## config.mk

```make
export PLATFORM = sky130hd
export DESIGN_NAME = nfh_host
export DESIGN_NICKNAME = d
export VERILOG_FILES = /design/src/hw/nfh_pkg.sv /design/src/hw/nfh_cycle.sv /design/src/hw/nfh_host.sv
export VERILOG_INCLUDE_DIRS = /design/src /design/src/hw
export SDC_FILE = /design/constraint.sdc
export NUM_CORES = 1
export LEC_CHECK = 0
export BUFFER_PORTS_ARGS = -buffer_cell sky130_fd_sc_hd__clkbuf_2
export CORE_AREA = 2 2 265 189
export DETAILED_ROUTE_END_ITERATION = 8
export DIE_AREA = 0 0 267 191
export PLACE_DENSITY = 0.54
export SYNTH_ARGS = -nofsm -noshare
export SYNTH_HDL_FRONTEND = slang
export SYNTH_HIERARCHICAL = 1
export SYNTH_SLANG_ARGS = --single-unit
```

## constraint.sdc

```tcl
create_clock -name clk -period 10.4 [get_ports clk]
set_input_delay 1.04 -clock clk [delete_from_list [all_inputs] [get_ports clk]]
set_output_delay 1.04 -clock clk [all_outputs]
set_load 0.02 [all_outputs]
```

## src/hw/nfh_params.svh

```systemverilog
/*
 * Constants of the NAND feature and unique-ID host controller: command codes,
 * feature addresses, software register offsets, reset values and timing counts.
 * Assumes a 10 MHz controller clock; included by the package and the modules.
 */
// Overview of operation
// - Address 00h follows EDh, then await busy
// - After status polling, issue 00h before reading
// - XOR halves; accept copy if all FFh
// - Random data read 05h-E0h moves to next copy
// - Wait address-to-data delay before parameter bytes
`ifndef NFH_PARAMS_SVH
`define NFH_PARAMS_SVH

// Flash command codes
`define NFH_CMD_READ_MODE 8'h00
`define NFH_CMD_RND_READ 8'h05
`define NFH_CMD_RND_CONF 8'hE0
`define NFH_CMD_STATUS 8'h70
`define NFH_CMD_UID 8'hED
`define NFH_CMD_SET_FEAT 8'hEF
`define NFH_CMD_GET_FEAT 8'hEE
`define NFH_UID_ADDR 8'h00

// Feature addresses
`define NFH_FEAT_TIMING 8'h01
`define NFH_FEAT_DRIVE 8'h80
`define NFH_FEAT_RB_PULL 8'h81
`define NFH_FEAT_ARRAY_MODE 8'h90
`define NFH_ARRAY_NORMAL 8'h00
`define NFH_ARRAY_OTP_OP 8'h01
`define NFH_ARRAY_OTP_PROT 8'h03

// Identifier layout
`define NFH_UID_BYTES 16
`define NFH_UID_COPIES 16
`define NFH_UID_GOOD 8'hFF
`define NFH_STATUS_RDY_BIT 6

// Software register offsets
`define NFH_REG_CTRL 8'h00
`define NFH_REG_FADDR 8'h04
`define NFH_REG_PARAM 8'h08
`define NFH_REG_STATUS 8'h0C
`define NFH_REG_GETDATA 8'h10
`define NFH_REG_UID0 8'h14
`define NFH_CTRL_START_BIT 0
`define NFH_CTRL_OP_LSB 1
`define NFH_CTRL_POLL_BIT 3
`define NFH_RESET_BYTE 8'h00

// Timing, in ns, and derived cycle counts
`define NFH_CLK_NS 100
`define NFH_CEIL_CYC(ns) ((((ns) + `NFH_CLK_NS - 1) / `NFH_CLK_NS) < 1 ? 1 : \
	(((ns) + `NFH_CLK_NS - 1) / `NFH_CLK_NS))
`define NFH_T_SETUP_NS 20
`define NFH_T_WP_NS 12
`define NFH_T_REA_NS 20
`define NFH_T_HOLD_NS 10
`define NFH_T_ADL_NS 70
`define NFH_T_WB_NS 100
`define NFH_T_CCS_NS 100
`define NFH_T_TMO_NS 1000000
`define NFH_SYNC_STAGES 2
`define NFH_SETUP_CYC `NFH_CEIL_CYC(`NFH_T_SETUP_NS)
`define NFH_WLOW_CYC `NFH_CEIL_CYC(`NFH_T_WP_NS)
`define NFH_RLOW_CYC (`NFH_CEIL_CYC(`NFH_T_REA_NS) + `NFH_SYNC_STAGES)
`define NFH_HOLD_CYC `NFH_CEIL_CYC(`NFH_T_HOLD_NS)
`define NFH_ADL_CYC `NFH_CEIL_CYC(`NFH_T_ADL_NS)
`define NFH_WB_CYC `NFH_CEIL_CYC(`NFH_T_WB_NS)
`define NFH_CCS_CYC `NFH_CEIL_CYC(`NFH_T_CCS_NS)
`define NFH_TMO_CYC (`NFH_T_TMO_NS / `NFH_CLK_NS)

`endif

```

## src/hw/nfh_pkg.sv

```systemverilog
/*
 * Types of the NAND feature and unique-ID host controller.
 * Assumes nfh_params.svh is on the include path.
 */
`include "nfh_params.svh"

package nfh_pkg;

	// Kind of one flash bus cycle
	typedef enum logic [1:0] {
		NFH_K_CMD,
		NFH_K_ADDR,
		NFH_K_WDATA,
		NFH_K_RDATA
	} nfh_kind_t;

	// Operation chosen by software
	typedef enum logic [1:0] {
		NFH_OP_UID,
		NFH_OP_SETF,
		NFH_OP_GETF,
		NFH_OP_NONE
	} nfh_op_t;

	// One cycle request to the pin sequencer
	typedef struct packed {
		nfh_kind_t kind;
		logic [7:0] byte_v;
	} nfh_cyc_t;

	// Flash control pins, all driven by the host
	typedef struct packed {
		logic ce_n;
		logic cle;
		logic ale;
		logic we_n;
		logic re_n;
	} nfh_ctl_t;

endpackage

```

## src/hw/nfh_cycle.sv

```systemverilog
/*
 * Pin sequencer: turns one request into a command, address, write or read
 * cycle on the asynchronous flash bus. Assumes io_sync is already synchronised.
 */
`timescale 1ns/1ps
`default_nettype none
`include "nfh_params.svh"

module nfh_cycle (
	input wire logic clk,
	input wire logic rst,
	input wire logic go,
	input wire nfh_pkg::nfh_cyc_t req,
	input wire logic [7:0] io_sync,
	output logic done,
	output logic [7:0] rdata,
	output nfh_pkg::nfh_ctl_t ctl,
	output logic [7:0] io_o,
	output logic io_oe
);

	typedef enum logic [1:0] {NFH_P_IDLE, NFH_P_SETUP, NFH_P_LOW, NFH_P_HIGH} nfh_phase_t;

	// Whole sequencer state
	typedef struct packed {
		nfh_phase_t ph;
		logic [3:0] cnt;
		nfh_pkg::nfh_kind_t kind;
		nfh_pkg::nfh_ctl_t ctl;
		logic [7:0] io;
		logic oe;
		logic done;
		logic [7:0] rd;
	} nfh_cyc_st_t;

	nfh_cyc_st_t s_r; // Registered state
	nfh_cyc_st_t s_nxt; // Next state
	logic is_rd; // Current cycle reads

	// Next-state logic
	always_comb begin
		s_nxt = s_r;
		s_nxt.done = 1'b0;
		is_rd = (s_r.kind == nfh_pkg::NFH_K_RDATA);
		unique case (s_r.ph)
			NFH_P_IDLE: begin
				if (go) begin
					s_nxt.kind = req.kind;
					s_nxt.ctl.ce_n = 1'b0;
					s_nxt.ctl.cle = (req.kind == nfh_pkg::NFH_K_CMD);
					s_nxt.ctl.ale = (req.kind == nfh_pkg::NFH_K_ADDR);
					s_nxt.io = req.byte_v;
					s_nxt.oe = (req.kind != nfh_pkg::NFH_K_RDATA);
					s_nxt.cnt = 4'(`NFH_SETUP_CYC - 1);
					s_nxt.ph = NFH_P_SETUP;
				end
			end
			NFH_P_SETUP: begin
				if (s_r.cnt == 4'h0) begin
					// Strobe falls; reads wait for the synchroniser as well
					s_nxt.ctl.re_n = !is_rd;
					s_nxt.ctl.we_n = is_rd;
					s_nxt.cnt = is_rd ? 4'(`NFH_RLOW_CYC - 1) : 4'(`NFH_WLOW_CYC - 1);
					s_nxt.ph = NFH_P_LOW;
				end else begin
					s_nxt.cnt = s_r.cnt - 4'h1;
				end
			end
			NFH_P_LOW: begin
				if (s_r.cnt == 4'h0) begin
					// Flash latches on the rising write strobe
					s_nxt.ctl.we_n = 1'b1;
					s_nxt.ctl.re_n = 1'b1;
					// One byte per read strobe, low lane only
					if (is_rd) begin
						s_nxt.rd = io_sync;
					end
					s_nxt.cnt = 4'(`NFH_HOLD_CYC - 1);
					s_nxt.ph = NFH_P_HIGH;
				end else begin
					s_nxt.cnt = s_r.cnt - 4'h1;
				end
			end
			NFH_P_HIGH: begin
				if (s_r.cnt == 4'h0) begin
					// Latches drop only after the hold time
					s_nxt.ctl.cle = 1'b0;
					s_nxt.ctl.ale = 1'b0;
					s_nxt.oe = 1'b0;
					s_nxt.done = 1'b1;
					s_nxt.ph = NFH_P_IDLE;
				end else begin
					s_nxt.cnt = s_r.cnt - 4'h1;
				end
			end
		endcase
	end

	// State register
	always_ff @(posedge clk or posedge rst) begin
		if (rst) begin
			s_r <= '{ph: NFH_P_IDLE, cnt: 4'h0, kind: nfh_pkg::NFH_K_CMD,
				ctl: '{ce_n: 1'b1, cle: 1'b0, ale: 1'b0, we_n: 1'b1, re_n: 1'b1},
				io: 8'h00, oe: 1'b0, done: 1'b0, rd: 8'h00};
		end else begin
			s_r <= s_nxt;
		end
	end

	assign done = s_r.done;
	assign rdata = s_r.rd;
	assign ctl = s_r.ctl;
	assign io_o = s_r.io;
	assign io_oe = s_r.oe;

endmodule // nfh_cycle

`default_nettype wire

```

## src/hw/nfh_host.sv

```systemverilog
/*
 * NAND host controller for unique-ID read and set/get features. Software
 * starts an operation through a small register port; the controller drives
 * the flash pins, waits on ready-busy or status polling, and checks the ID.
 * Assumes flash pins are asynchronous to clk; io_i and rb_n are synchronised.
 */
// Added by the designer: the strobed register port.
`timescale 1ns/1ps
`default_nettype none
`include "nfh_params.svh"

module nfh_host #(
	parameter int TMO_CYC = `NFH_TMO_CYC // Busy timeout, shorten in simulation
) (
	input wire logic clk,
	input wire logic rst,
	input wire logic [7:0] sw_addr,
	input wire logic [31:0] sw_wdata,
	input wire logic sw_wr,
	input wire logic sw_rd,
	output logic [31:0] sw_rdata,
	output nfh_pkg::nfh_ctl_t ctl,
	output logic [7:0] io_o,
	output logic io_oe,
	input wire logic [7:0] io_i,
	input wire logic rb_n
);

	typedef enum logic [3:0] {
		NFH_S_IDLE, NFH_S_CMD, NFH_S_ADR, NFH_S_ADL, NFH_S_WPAR, NFH_S_TWB,
		NFH_S_RBWAIT, NFH_S_STCMD, NFH_S_STRD, NFH_S_RDMODE, NFH_S_RDATA,
		NFH_S_CHECK, NFH_S_RND, NFH_S_CCS, NFH_S_FIN
	} nfh_state_t;

	// Whole controller state
	typedef struct packed {
		nfh_state_t st;
		logic sent; // Cycle requested, awaiting done
		logic go; // Request pulse to sequencer
		nfh_pkg::nfh_cyc_t req;
		logic [4:0] cnt; // Byte index in a copy or parameter set
		logic [3:0] copy; // Identifier copy under test
		logic [1:0] rnd; // Step of the random data read
		logic [19:0] wt; // Wait and timeout counter
		logic bad; // Current copy failed its check
		logic [15:0][7:0] uid;
		logic [3:0][7:0] gf; // Bytes from get features
		logic [3:0][7:0] par; // Bytes for set features
		logic [7:0] faddr;
		nfh_pkg::nfh_op_t op;
		logic poll; // Poll status instead of ready-busy
		logic busy;
		logic done;
		logic ok;
		logic err;
		logic [31:0] rdata;
		logic rb_s1;
		logic rb_s2;
		logic [7:0] io_s1;
		logic [7:0] io_s2;
	} nfh_host_st_t;

	nfh_host_st_t s_r; // Registered state
	nfh_host_st_t s_nxt; // Next state
	logic cyc_done; // Sequencer finished a cycle
	logic [7:0] cyc_rd; // Byte from last read cycle
	logic iss; // This state issues a cycle
	logic adv; // Issued cycle has completed
	nfh_pkg::nfh_cyc_t want; // Cycle this state wants
	logic [7:0] opcode; // Command of current operation
	logic [4:0] last; // Last byte index of a read burst

	// Bus cycle engine
	nfh_cycle nfh_cycle_inst (
		.clk(clk),
		.rst(rst),
		.go(s_r.go),
		.req(s_r.req),
		.io_sync(s_r.io_s2),
		.done(cyc_done),
		.rdata(cyc_rd),
		.ctl(ctl),
		.io_o(io_o),
		.io_oe(io_oe)
	);

	// Sequencing, register port and synchronisers
	always_comb begin
		s_nxt = s_r;
		s_nxt.go = 1'b0;
		// Two-stage synchronisers; stage one feeds stage two only
		s_nxt.rb_s1 = rb_n;
		s_nxt.rb_s2 = s_r.rb_s1;
		s_nxt.io_s1 = io_i;
		s_nxt.io_s2 = s_r.io_s1;
		iss = 1'b0;
		adv = s_r.sent && cyc_done;
		want = '{kind: nfh_pkg::NFH_K_CMD, byte_v: `NFH_CMD_READ_MODE};
		opcode = (s_r.op == nfh_pkg::NFH_OP_UID) ? `NFH_CMD_UID :
			(s_r.op == nfh_pkg::NFH_OP_SETF) ? `NFH_CMD_SET_FEAT : `NFH_CMD_GET_FEAT;
		last = (s_r.op == nfh_pkg::NFH_OP_UID) ? 5'(2 * `NFH_UID_BYTES - 1) : 5'd3;
		unique case (s_r.st)
			NFH_S_IDLE: begin
				// Only start from idle, so flash is idle too
				if (sw_wr && sw_addr == `NFH_REG_CTRL && sw_wdata[`NFH_CTRL_START_BIT]) begin
					s_nxt.op = nfh_pkg::nfh_op_t'(sw_wdata[`NFH_CTRL_OP_LSB +: 2]);
					s_nxt.poll = sw_wdata[`NFH_CTRL_POLL_BIT];
					s_nxt.done = 1'b0;
					s_nxt.ok = 1'b0;
					s_nxt.err = 1'b0;
					s_nxt.cnt = 5'd0;
					s_nxt.copy = 4'h0;
					s_nxt.bad = 1'b0;
					if (nfh_pkg::nfh_op_t'(sw_wdata[`NFH_CTRL_OP_LSB +: 2]) != nfh_pkg::NFH_OP_NONE) begin
						s_nxt.busy = 1'b1;
						s_nxt.st = NFH_S_CMD;
					end
				end
			end
			NFH_S_CMD: begin
				iss = 1'b1;
				want = '{kind: nfh_pkg::NFH_K_CMD, byte_v: opcode};
				if (adv) begin
					s_nxt.st = NFH_S_ADR;
				end
			end
			NFH_S_ADR: begin
				iss = 1'b1;
				// Identifier takes address 00h; features a one-byte address
				want = '{kind: nfh_pkg::NFH_K_ADDR,
					byte_v: (s_r.op == nfh_pkg::NFH_OP_UID) ? `NFH_UID_ADDR : s_r.faddr};
				if (adv) begin
					s_nxt.wt = (s_r.op == nfh_pkg::NFH_OP_SETF) ? 20'(`NFH_ADL_CYC) : 20'(`NFH_WB_CYC);
					s_nxt.st = (s_r.op == nfh_pkg::NFH_OP_SETF) ? NFH_S_ADL : NFH_S_TWB;
				end
			end
			NFH_S_ADL: begin
				// Hold off the first parameter byte
				s_nxt.wt = s_r.wt - 20'd1;
				if (s_r.wt <= 20'd1) begin
					s_nxt.st = NFH_S_WPAR;
				end
			end
			NFH_S_WPAR: begin
				iss = 1'b1;
				want = '{kind: nfh_pkg::NFH_K_WDATA, byte_v: s_r.par[s_r.cnt[1:0]]};
				if (adv) begin
					s_nxt.cnt = s_r.cnt + 5'd1;
					if (s_r.cnt == 5'd3) begin
						// Busy follows the fourth byte
						s_nxt.cnt = 5'd0;
						s_nxt.wt = 20'(`NFH_WB_CYC);
						s_nxt.st = NFH_S_TWB;
					end
				end
			end
			NFH_S_TWB: begin
				// Give the flash time to pull ready-busy low
				s_nxt.wt = s_r.wt - 20'd1;
				if (s_r.wt <= 20'd1) begin
					s_nxt.wt = 20'(TMO_CYC);
					s_nxt.st = s_r.poll ? NFH_S_STCMD : NFH_S_RBWAIT;
				end
			end
			NFH_S_RBWAIT: begin
				// Wait for release; timing-mode change may run longer
				s_nxt.wt = s_r.wt - 20'd1;
				if (s_r.rb_s2) begin
					s_nxt.st = (s_r.op == nfh_pkg::NFH_OP_SETF) ? NFH_S_FIN : NFH_S_RDATA;
				end else if (s_r.wt == 20'd0) begin
					s_nxt.err = 1'b1;
					s_nxt.st = NFH_S_FIN;
				end
			end
			NFH_S_STCMD: begin
				iss = 1'b1;
				want = '{kind: nfh_pkg::NFH_K_CMD, byte_v: `NFH_CMD_STATUS};
				if (adv) begin
					s_nxt.st = NFH_S_STRD;
				end
			end
			NFH_S_STRD: begin
				iss = 1'b1;
				want = '{kind: nfh_pkg::NFH_K_RDATA, byte_v: 8'h00};
				if (adv) begin
					s_nxt.wt = s_r.wt - 20'd1;
					if (cyc_rd[`NFH_STATUS_RDY_BIT]) begin
						s_nxt.st = (s_r.op == nfh_pkg::NFH_OP_SETF) ? NFH_S_FIN : NFH_S_RDMODE;
					end else if (s_r.wt == 20'd0) begin
						s_nxt.err = 1'b1;
						s_nxt.st = NFH_S_FIN;
					end
				end
			end
			NFH_S_RDMODE: begin
				iss = 1'b1;
				// Back from status to data output
				want = '{kind: nfh_pkg::NFH_K_CMD, byte_v: `NFH_CMD_READ_MODE};
				if (adv) begin
					s_nxt.st = NFH_S_RDATA;
				end
			end
			NFH_S_RDATA: begin
				iss = 1'b1;
				want = '{kind: nfh_pkg::NFH_K_RDATA, byte_v: 8'h00};
				if (adv) begin
					s_nxt.cnt = s_r.cnt + 5'd1;
					if (s_r.op == nfh_pkg::NFH_OP_GETF) begin
						s_nxt.gf[s_r.cnt[1:0]] = cyc_rd;
					end else if (!s_r.cnt[4]) begin
						s_nxt.uid[s_r.cnt[3:0]] = cyc_rd;
					end else if ((s_r.uid[s_r.cnt[3:0]] ^ cyc_rd) != `NFH_UID_GOOD) begin
						s_nxt.bad = 1'b1;
					end
					if (s_r.cnt == last) begin
						s_nxt.cnt = 5'd0;
						s_nxt.st = (s_r.op == nfh_pkg::NFH_OP_GETF) ? NFH_S_FIN : NFH_S_CHECK;
					end
				end
			end
			NFH_S_CHECK: begin
				// Accept this copy, or move to the next one
				if (!s_r.bad) begin
					s_nxt.ok = 1'b1;
					s_nxt.st = NFH_S_FIN;
				end else if (s_r.copy == 4'(`NFH_UID_COPIES - 1)) begin
					s_nxt.err = 1'b1;
					s_nxt.st = NFH_S_FIN;
				end else begin
					s_nxt.copy = s_r.copy + 4'h1;
					s_nxt.bad = 1'b0;
					s_nxt.rnd = 2'd0;
					s_nxt.st = NFH_S_RND;
				end
			end
			NFH_S_RND: begin
				iss = 1'b1;
				// 05h, column low, column high, E0h; column = copy * 32
				unique case (s_r.rnd)
					2'd0: want = '{kind: nfh_pkg::NFH_K_CMD, byte_v: `NFH_CMD_RND_READ};
					2'd1: want = '{kind: nfh_pkg::NFH_K_ADDR, byte_v: {s_r.copy[2:0], 5'b00000}};
					2'd2: want = '{kind: nfh_pkg::NFH_K_ADDR, byte_v: {7'b0000000, s_r.copy[3]}};
					2'd3: want = '{kind: nfh_pkg::NFH_K_CMD, byte_v: `NFH_CMD_RND_CONF};
				endcase
				if (adv) begin
					s_nxt.rnd = s_r.rnd + 2'd1;
					if (s_r.rnd == 2'd3) begin
						s_nxt.wt = 20'(`NFH_CCS_CYC);
						s_nxt.st = NFH_S_CCS;
					end
				end
			end
			NFH_S_CCS: begin
				// Column change settle before data
				s_nxt.wt = s_r.wt - 20'd1;
				if (s_r.wt <= 20'd1) begin
					s_nxt.st = NFH_S_RDATA;
				end
			end
			NFH_S_FIN: begin
				s_nxt.busy = 1'b0;
				s_nxt.done = 1'b1;
				s_nxt.st = NFH_S_IDLE;
			end
		endcase
		// One request per issuing visit
		if (iss && !s_r.sent) begin
			s_nxt.go = 1'b1;
			s_nxt.req = want;
			s_nxt.sent = 1'b1;
		end else if (adv) begin
			s_nxt.sent = 1'b0;
		end
		// Configuration writes land only while idle
		if (sw_wr && !s_r.busy) begin
			if (sw_addr == `NFH_REG_FADDR) begin
				s_nxt.faddr = sw_wdata[7:0];
			end
			if (sw_addr == `NFH_REG_PARAM) begin
				s_nxt.par = sw_wdata;
			end
		end
		// Read data valid the cycle after the strobe; unmapped reads zero
		s_nxt.rdata = 32'h00000000;
		if (sw_rd) begin
			unique case (sw_addr)
				`NFH_REG_CTRL: s_nxt.rdata = {28'h0000000, s_r.poll, s_r.op, 1'b0};
				`NFH_REG_FADDR: s_nxt.rdata = {24'h000000, s_r.faddr};
				`NFH_REG_PARAM: s_nxt.rdata = s_r.par;
				`NFH_REG_STATUS: s_nxt.rdata = {28'h0000000, s_r.err, s_r.ok, s_r.done, s_r.busy};
				`NFH_REG_GETDATA: s_nxt.rdata = s_r.gf;
				8'h14: s_nxt.rdata = s_r.uid[3:0];
				8'h18: s_nxt.rdata = s_r.uid[7:4];
				8'h1C: s_nxt.rdata = s_r.uid[11:8];
				8'h20: s_nxt.rdata = s_r.uid[15:12];
				default: s_nxt.rdata = 32'h00000000;
			endcase
		end
	end

	// State register; flash features are held by the flash, not here
	always_ff @(posedge clk or posedge rst) begin
		if (rst) begin
			s_r <= '0;
			s_r.st <= NFH_S_IDLE;
			s_r.op <= nfh_pkg::NFH_OP_UID;
			s_r.rb_s1 <= 1'b1;
			s_r.rb_s2 <= 1'b1;
		end else begin
			s_r <= s_nxt;
		end
	end

	assign sw_rdata = s_r.rdata;

endmodule // nfh_host

`default_nettype wire

```

==> results of run 1 <==
[worst max-delay path: cells and delay by family (launching register included)]
family | cells | cell delay [ns]
multiplexers | 1 | 0.49
flip-flops | 1 | 0.97
buffers and inverters | 1 | 0.26
AND/OR/NAND/NOR | 4 | 1.56
[cell usage in the layout (no fill, tap or decap), types with 6 or more instances in the layout]
cell / synthesis / layout
clkbuf_8: 0 / 9
o21ai_0: 51 / 51
mux4_2: 36 / 36
dfrtp_1: 331 / 328
nand2_1: 64 / 64
a21oi_1: 78 / 77
and2_1: 6 / 6
a22oi_1: 17 / 17
mux2_2: 227 / 227
buf_4: 60 / 24
nor3_2: 4 / 7
nand2_2: 12 / 12
clkbuf_16: 0 / 35
o31ai_1: 6 / 6
nand3_1: 23 / 23
a31oi_1: 15 / 15
nor2_1: 77 / 75
xor2_1: 9 / 9
nor2b_1: 9 / 9
o22ai_1: 9 / 9
nand4_1: 7 / 7
clkbuf_2: 1 / 98
a222oi_1: 59 / 59
mux2i_1: 21 / 21
nand2b_1: 10 / 10
ha_1: 19 / 19
xnor2_1: 10 / 10
clkinv_2: 0 / 6
inv_1: 24 / 23
nor3_1: 34 / 31
[cells by family after synthesis]
logic type | count (synthesis) | share of synthesized area, %
flops | 336 | 50.1
mux | 289 | 21.7
simple gates | 287 | 8.75
compound gates | 281 | 11.6
buf+inv | 168 | 5.39
xor+xnor | 19 | 0.991
fa+ha+maj | 19 | 1.42
[layout make-up]
class                   count  area (um2)  share of cell area (%)
repair buffers            122         671                    3.58
multi-input cells         895        7500                    40.1
inverters                  25         101                   0.542
well taps                 665         832                    4.45
clock buffers              49        1020                    5.44
flip-flops and latches    336        8420                    45.0
clock inverters            12         166                   0.890
[worst max path at each step]
stage	end	slack [ns]	cells after the start
2_1_floorplan	async pin	0.93	1
3_3_place_gp	s_r[285]$_DFFE_PP0P_	6.81	4
3_5_place_dp	s_r[285]$_DFFE_PP0P_	6.79	4
4_1_cts	flip-flop	7.17	7
5_1_grt	flip-flop	6.87	6
6_report	flip-flop	7.00	6
[where the power goes]
part           leakage [nW]  switching [mW]  internal (mW)
Clock                 0.587           0.536          0.783
Sequential             4.54           0.224           1.46
Combinational          3.25           0.815          0.486
Total                  8.38            1.58           2.73
[stage by stage]
step / hold WS [ns] / area [um2] / utilization, % / instances
floorplan: 0.331 / 16800 / - / 1399
global placement: 0.336 / 17500 / 36.1 / 2043
detailed placement: 0.339 / 17500 / 36.1 / 2043
CTS: 0.354 / 18700 / 38.5 / 2104
global route: 0.364 / 18700 / 38.5 / 2104
finish: 0.352 / 18700 / 38.5 / 2104
[per-layer routing]
layer	wire length [um]	global-route usage (%)	vias to the layer above
li1	-	-	5200
met3	4480	4.03	70
met5	0	0	-
met2	21200	28.7	562
met1	24200	30.9	6150
met4	933	4.39	0
==> run summary, run 1 <==
Syn nets = 1471
Post-synthesis sequential area ratio = 50.1%
Arrival time at the worst endpoint = 3.81 ns
Hold Path Class = reg -> reg
Max capacitance violation total = 0
Hold path endpoint = s_r[6]$_DFF_PP0_
Cell with the most instances after synthesis = dfrtp_1
Clock sink count = 336
Synth area leaders = dfrtp_1 49%, mux2_2 15%, mux4_2 4.8%, a222oi_1 3.5%, buf_4 2.7%
Fmax = 294 MHz
1st-iter DRT viols = 1474
CTS Hold Bufs = 0
Io pins = 99
Synth area leader = dfrtp_1
CTS clk-pin slew, worst paths = 0.07 ns
Clock Tree Root = clkbuf_16
Total Die Area = 51000 um2
Capturing element type of the critical path = flip-flop
Synthesis-stage register bit count = 336
ANT nets after route = 0
Crit Path Category = reg -> reg
CTS Buf Count = 35
Level count of the clock H-tree = 2
Filler Cell Count = 4692
CP startpoint kind = flip-flop
Worst-Skew Late Latency = 0.54 ns
Setup violations, final = 0
Final GP Congestion = 0.885
Yosys top cell area share = 49.3%
Die W = 267 um
Hold depth = 0
Worst Tran Pin Value = 1.11 ns
Flop-to-flop setup slack = 7.00 ns
Max FO, Critical Path = 31
Tot Pwr = 4.31 mW
Register-to-Register Path Depth = 6
Total Routing Usage GR = 20.0%
Total gr overflow = 0
Initial Util = 34.6%
Worst vdd ir = 138 uV
Fraction of layout cells with a size suffix above 1 = 35.0%
WL final = 50800 um
Netlist cell types = 81
Syn Inst Count = 1399
Via count = 12000
Nets = 1487
Bufs on Longest Clock Path = 3
# rows = 68
Worst Path Required = 10.81 ns
Fin Setup TNS = 0 ns
CTS tree = built
Post-DP HPWL = 34600 um
RSZ-0062 raised after global routing = no
Top cells by count, synth = 331 x dfrtp_1, 227 x mux2_2, 78 x a21oi_1, 77 x nor2_1, 64 x nand2_1
Max stage delay on crit path = 0.97 ns
Global-route wire length before repair = 77000 um
Slew margin rel. = 26.0%
Yosys Warn Count = 6
Post-route minimum period = 3.40 ns
Core ar. = 48600 um2
Clock skew = 0.0202 ns
P_leak = 8.38 nW
Main synth FF type = dfrtp_1
Mapped Area = 16800 um2
Setup ws final = 7.00 ns
Asr flop ratio synth = 100%
Vias per std cell = 5.69
Worst Setup SP = s_r[302]$_DFFE_PP0P_
Number of global-route vias before repair = 12100
Pins Over Slew Limit = 0
I/O Buffers = 98
Initial antenna violation count = 0
Resized Gates After CTS = 0
Chip height = 191 um
Power per cell area = 230 nW/um2
Most used cell, CP = nand2_1
DR DRC count = 0
Largest net degree at the start of global routing = 124
Worst-path cell chain = inv_1 -> nor2_2 -> nand2_1 -> nor3_1 -> nand2_1 -> mux2_2
Diodes inserted = 0
Start point of the worst min-delay path = s_nxt[6]$_DFF_PP0_
Final period util = 32.7%
Status = complete, no violations
Hold Vio Cnt, Final = 0
Post-CTS Setup Inserts = 0
Post-synth EDFFs = 0
Post-DR wirelength/cell = 24.1 um
Pre-CTS WS = 6.79 ns
Area grow syn2layout = 11.4%
R2r startpoint = s_r[302]$_DFFE_PP0P_
1st-pass router iterations = 9
Slowest stage cell, crit path = dfrtp_1
Synthesized area per cell = 12.0 um2
No activity file was read; power rests on OpenSTA's default activity.
==> run 2, diff against run 1 <==
--- a/config.mk
+++ b/config.mk
@@ -10,7 +10,7 @@
 export CORE_AREA = 2 2 265 189
 export DETAILED_ROUTE_END_ITERATION = 8
 export DIE_AREA = 0 0 267 191
-export PLACE_DENSITY = 0.54
+export PLACE_DENSITY = 0.56
 export SYNTH_ARGS = -nofsm -noshare
 export SYNTH_HDL_FRONTEND = slang
 export SYNTH_HIERARCHICAL = 1
==> constraint.sdc (replaced) <==
create_clock -name clk -period 3.05 [get_ports clk]
set_input_delay 0.305 -clock clk [delete_from_list [all_inputs] [get_ports clk]]
set_output_delay 0.305 -clock clk [all_outputs]
set_load 0.02 [all_outputs]
==> run summary, run 2 (synthesis gave the netlist of run 1 again) <==
1st-pass router iterations = 8
Total Routing Usage GR = 20.7%
Bufs on Longest Clock Path = 3
Slew margin rel. = 36.1%
Worst vdd ir = 366 uV
Final GP Congestion = 0.919
Met1 wire length = 25100 um
Switching portion of total power = 37.2%
Max capacitance violation total = 0
Total gr overflow = 0
Util after Layout = 39.7%
DR DRC count = 0
Worst-Skew Late Latency = 0.54 ns
CTS tree = built
Vias per std cell = 5.72
Crit Path Category = reg -> reg
Min Hold Slack = 0.0123 ns
1st-iter DRT viols = 1576
Net Sw Power = 5.59 mW
RSZ-0062 raised after global routing = no
Fraction of layout cells with a size suffix above 1 = 36.2%
Pins Over Slew Limit = 0
P_int = 9.45 mW
Final period util = 90.3%
Max FO, Critical Path = 18
Area grow syn2layout = 14.8%
Level count of the clock H-tree = 2
Worst Tran Pin Value = 0.958 ns
Filler Cell Count = 4630
Via count = 12400
CTS Buf Count = 35
Capturing element type of the critical path = flip-flop
CTS clk-pin slew, worst paths = 0.06 ns
Die W = 267 um
Power per cell area = 780 nW/um2
Initial Util = 34.6%
I/O Buffers = 98
Worst Path Required = 3.44 ns
Resized Gates After CTS = 0
DR WL met2 = 21300 um
Clock skew = 0.0223 ns
Post-route minimum period = 2.76 ns
Setup violations, final = 0
Post-DP HPWL = 37600 um
P_leak = 8.67 nW
Commonest non-fill, non-tap cell in the layout = dfrtp_1
Fin Setup TNS = 0 ns
Core ar. = 48600 um2
Initial antenna violation count = 1
Commonest cells after routing, fill and taps aside = 328 x dfrtp_1, 227 x mux2_2, 98 x clkbuf_2
WL final = 52500 um
Arrival time at the worst endpoint = 3.14 ns
CP startpoint kind = flip-flop
ANT nets after route = 0
Diodes inserted = 0
Clock Tree Root = clkbuf_16
Largest net degree at the start of global routing = 69
Post-CTS Setup Inserts = 0
Number of global-route vias before repair = 12200
Status = complete, no violations
Clock sink count = 336
Post-DR wirelength/cell = 24.2 um
Io pins = 99
Hold Path Class = in -> reg
Clock power share = 29.8%
Hold Vio Cnt, Final = 0
Chip height = 191 um
Total Die Area = 51000 um2
Fmax = 363 MHz
Nets = 1547
# rows = 68
Metal3 WL = 5320 um
Top Metal Used = met4
Seq pwr share = 38.1%
Global-route wire length before repair = 79500 um
Comb power frac = 32.1%
## run 2: cell types whose count changed in the layout (fill, tap and decap cells not counted), sizes merged
cell,previous run,this run
buf,24,67
dlygate4sd3,0,17
clkbuf,147,150
bufinv,4,3
clkinvlp,1,2
inv,26,25
## run 2: final timing paths
path | start | end | slack, ns | depth (start not counted)
max | s_r[303]$_DFFE_PP0P_ | s_r[264]$_DFFE_PP0P_ | 0.29 | 8
min | sw_wdata[18] | s_r[83]$_DFFE_PP0P_ | 0.01 | 2
min in group asynchronous | rst | s_nxt[6]$_DFF_PP0_ | 0.39 | 3
max in group asynchronous | rst | async pin | 1.69 | 5
min reg2reg | s_nxt[0]$_DFF_PP0_ | s_r[0]$_DFF_PP0_ | 0.36 | 0
max reg2reg | s_r[303]$_DFFE_PP0P_ | s_r[264]$_DFFE_PP0P_ | 0.29 | 8
## run 2: metrics by stage
stage,std cells,instance area [um2],worst slack (ns),power [mW]
after floorplan,1399,16800,-1.31,9.07
after global placement,2086,17900,0.416,10.5
after detailed placement,2086,17900,0.370,10.5
after CTS,2166,19300,0.367,15.1
after global routing,2166,19300,0.101,15.9
final,2166,19300,0.295,15.0
## run 2: area by class of cell
type / instances / area [um2] / share of cell area, %
Tap cell: 665 / 832 / 4.32
Sequential cell: 336 / 8420 / 43.7
Multi-Input combinational cell: 895 / 7490 / 38.9
Inverter: 25 / 97.6 / 0.506
Clock buffer: 52 / 1030 / 5.35
Timing Repair Buffer: 182 / 1250 / 6.49
Clock inverter: 11 / 151 / 0.786
## run 2: critical path: stages (launching register included)
cell	delay, ns
dfrtp_1	0.60
or2_2	0.48
nor2_1	0.33
o21ai_0	0.15
o21a_1	0.16
a21oi_1	0.18
buf_4	0.18
or2_0	0.36
o21ai_0	0.17
## run 2: power by group through the flow
stage	combinational [mW]	clock [mW]	sequential, mW
3_5_place_dp	4.74	0	5.79
5_1_grt	5.30	4.77	5.81
2_1_floorplan	3.69	0	5.38
6_report	4.82	4.48	5.73
4_1_cts	4.78	4.56	5.72
3_3_place_gp	4.68	0	5.78
## run 2: repair_timing
item	4_1_cts	5_1_grt
hold buffers	17	0
endpoints found under the hold margin	35	0
endpoints found under the setup margin	0	0
## run 2: metal layers
metal / up-vias / GRT usage (%)
met5: - / 0
met3: 64 / 5.31
met1: 6400 / 32.4
met4: 0 / 3.67
met2: 596 / 28.3
li1: 5331 / -
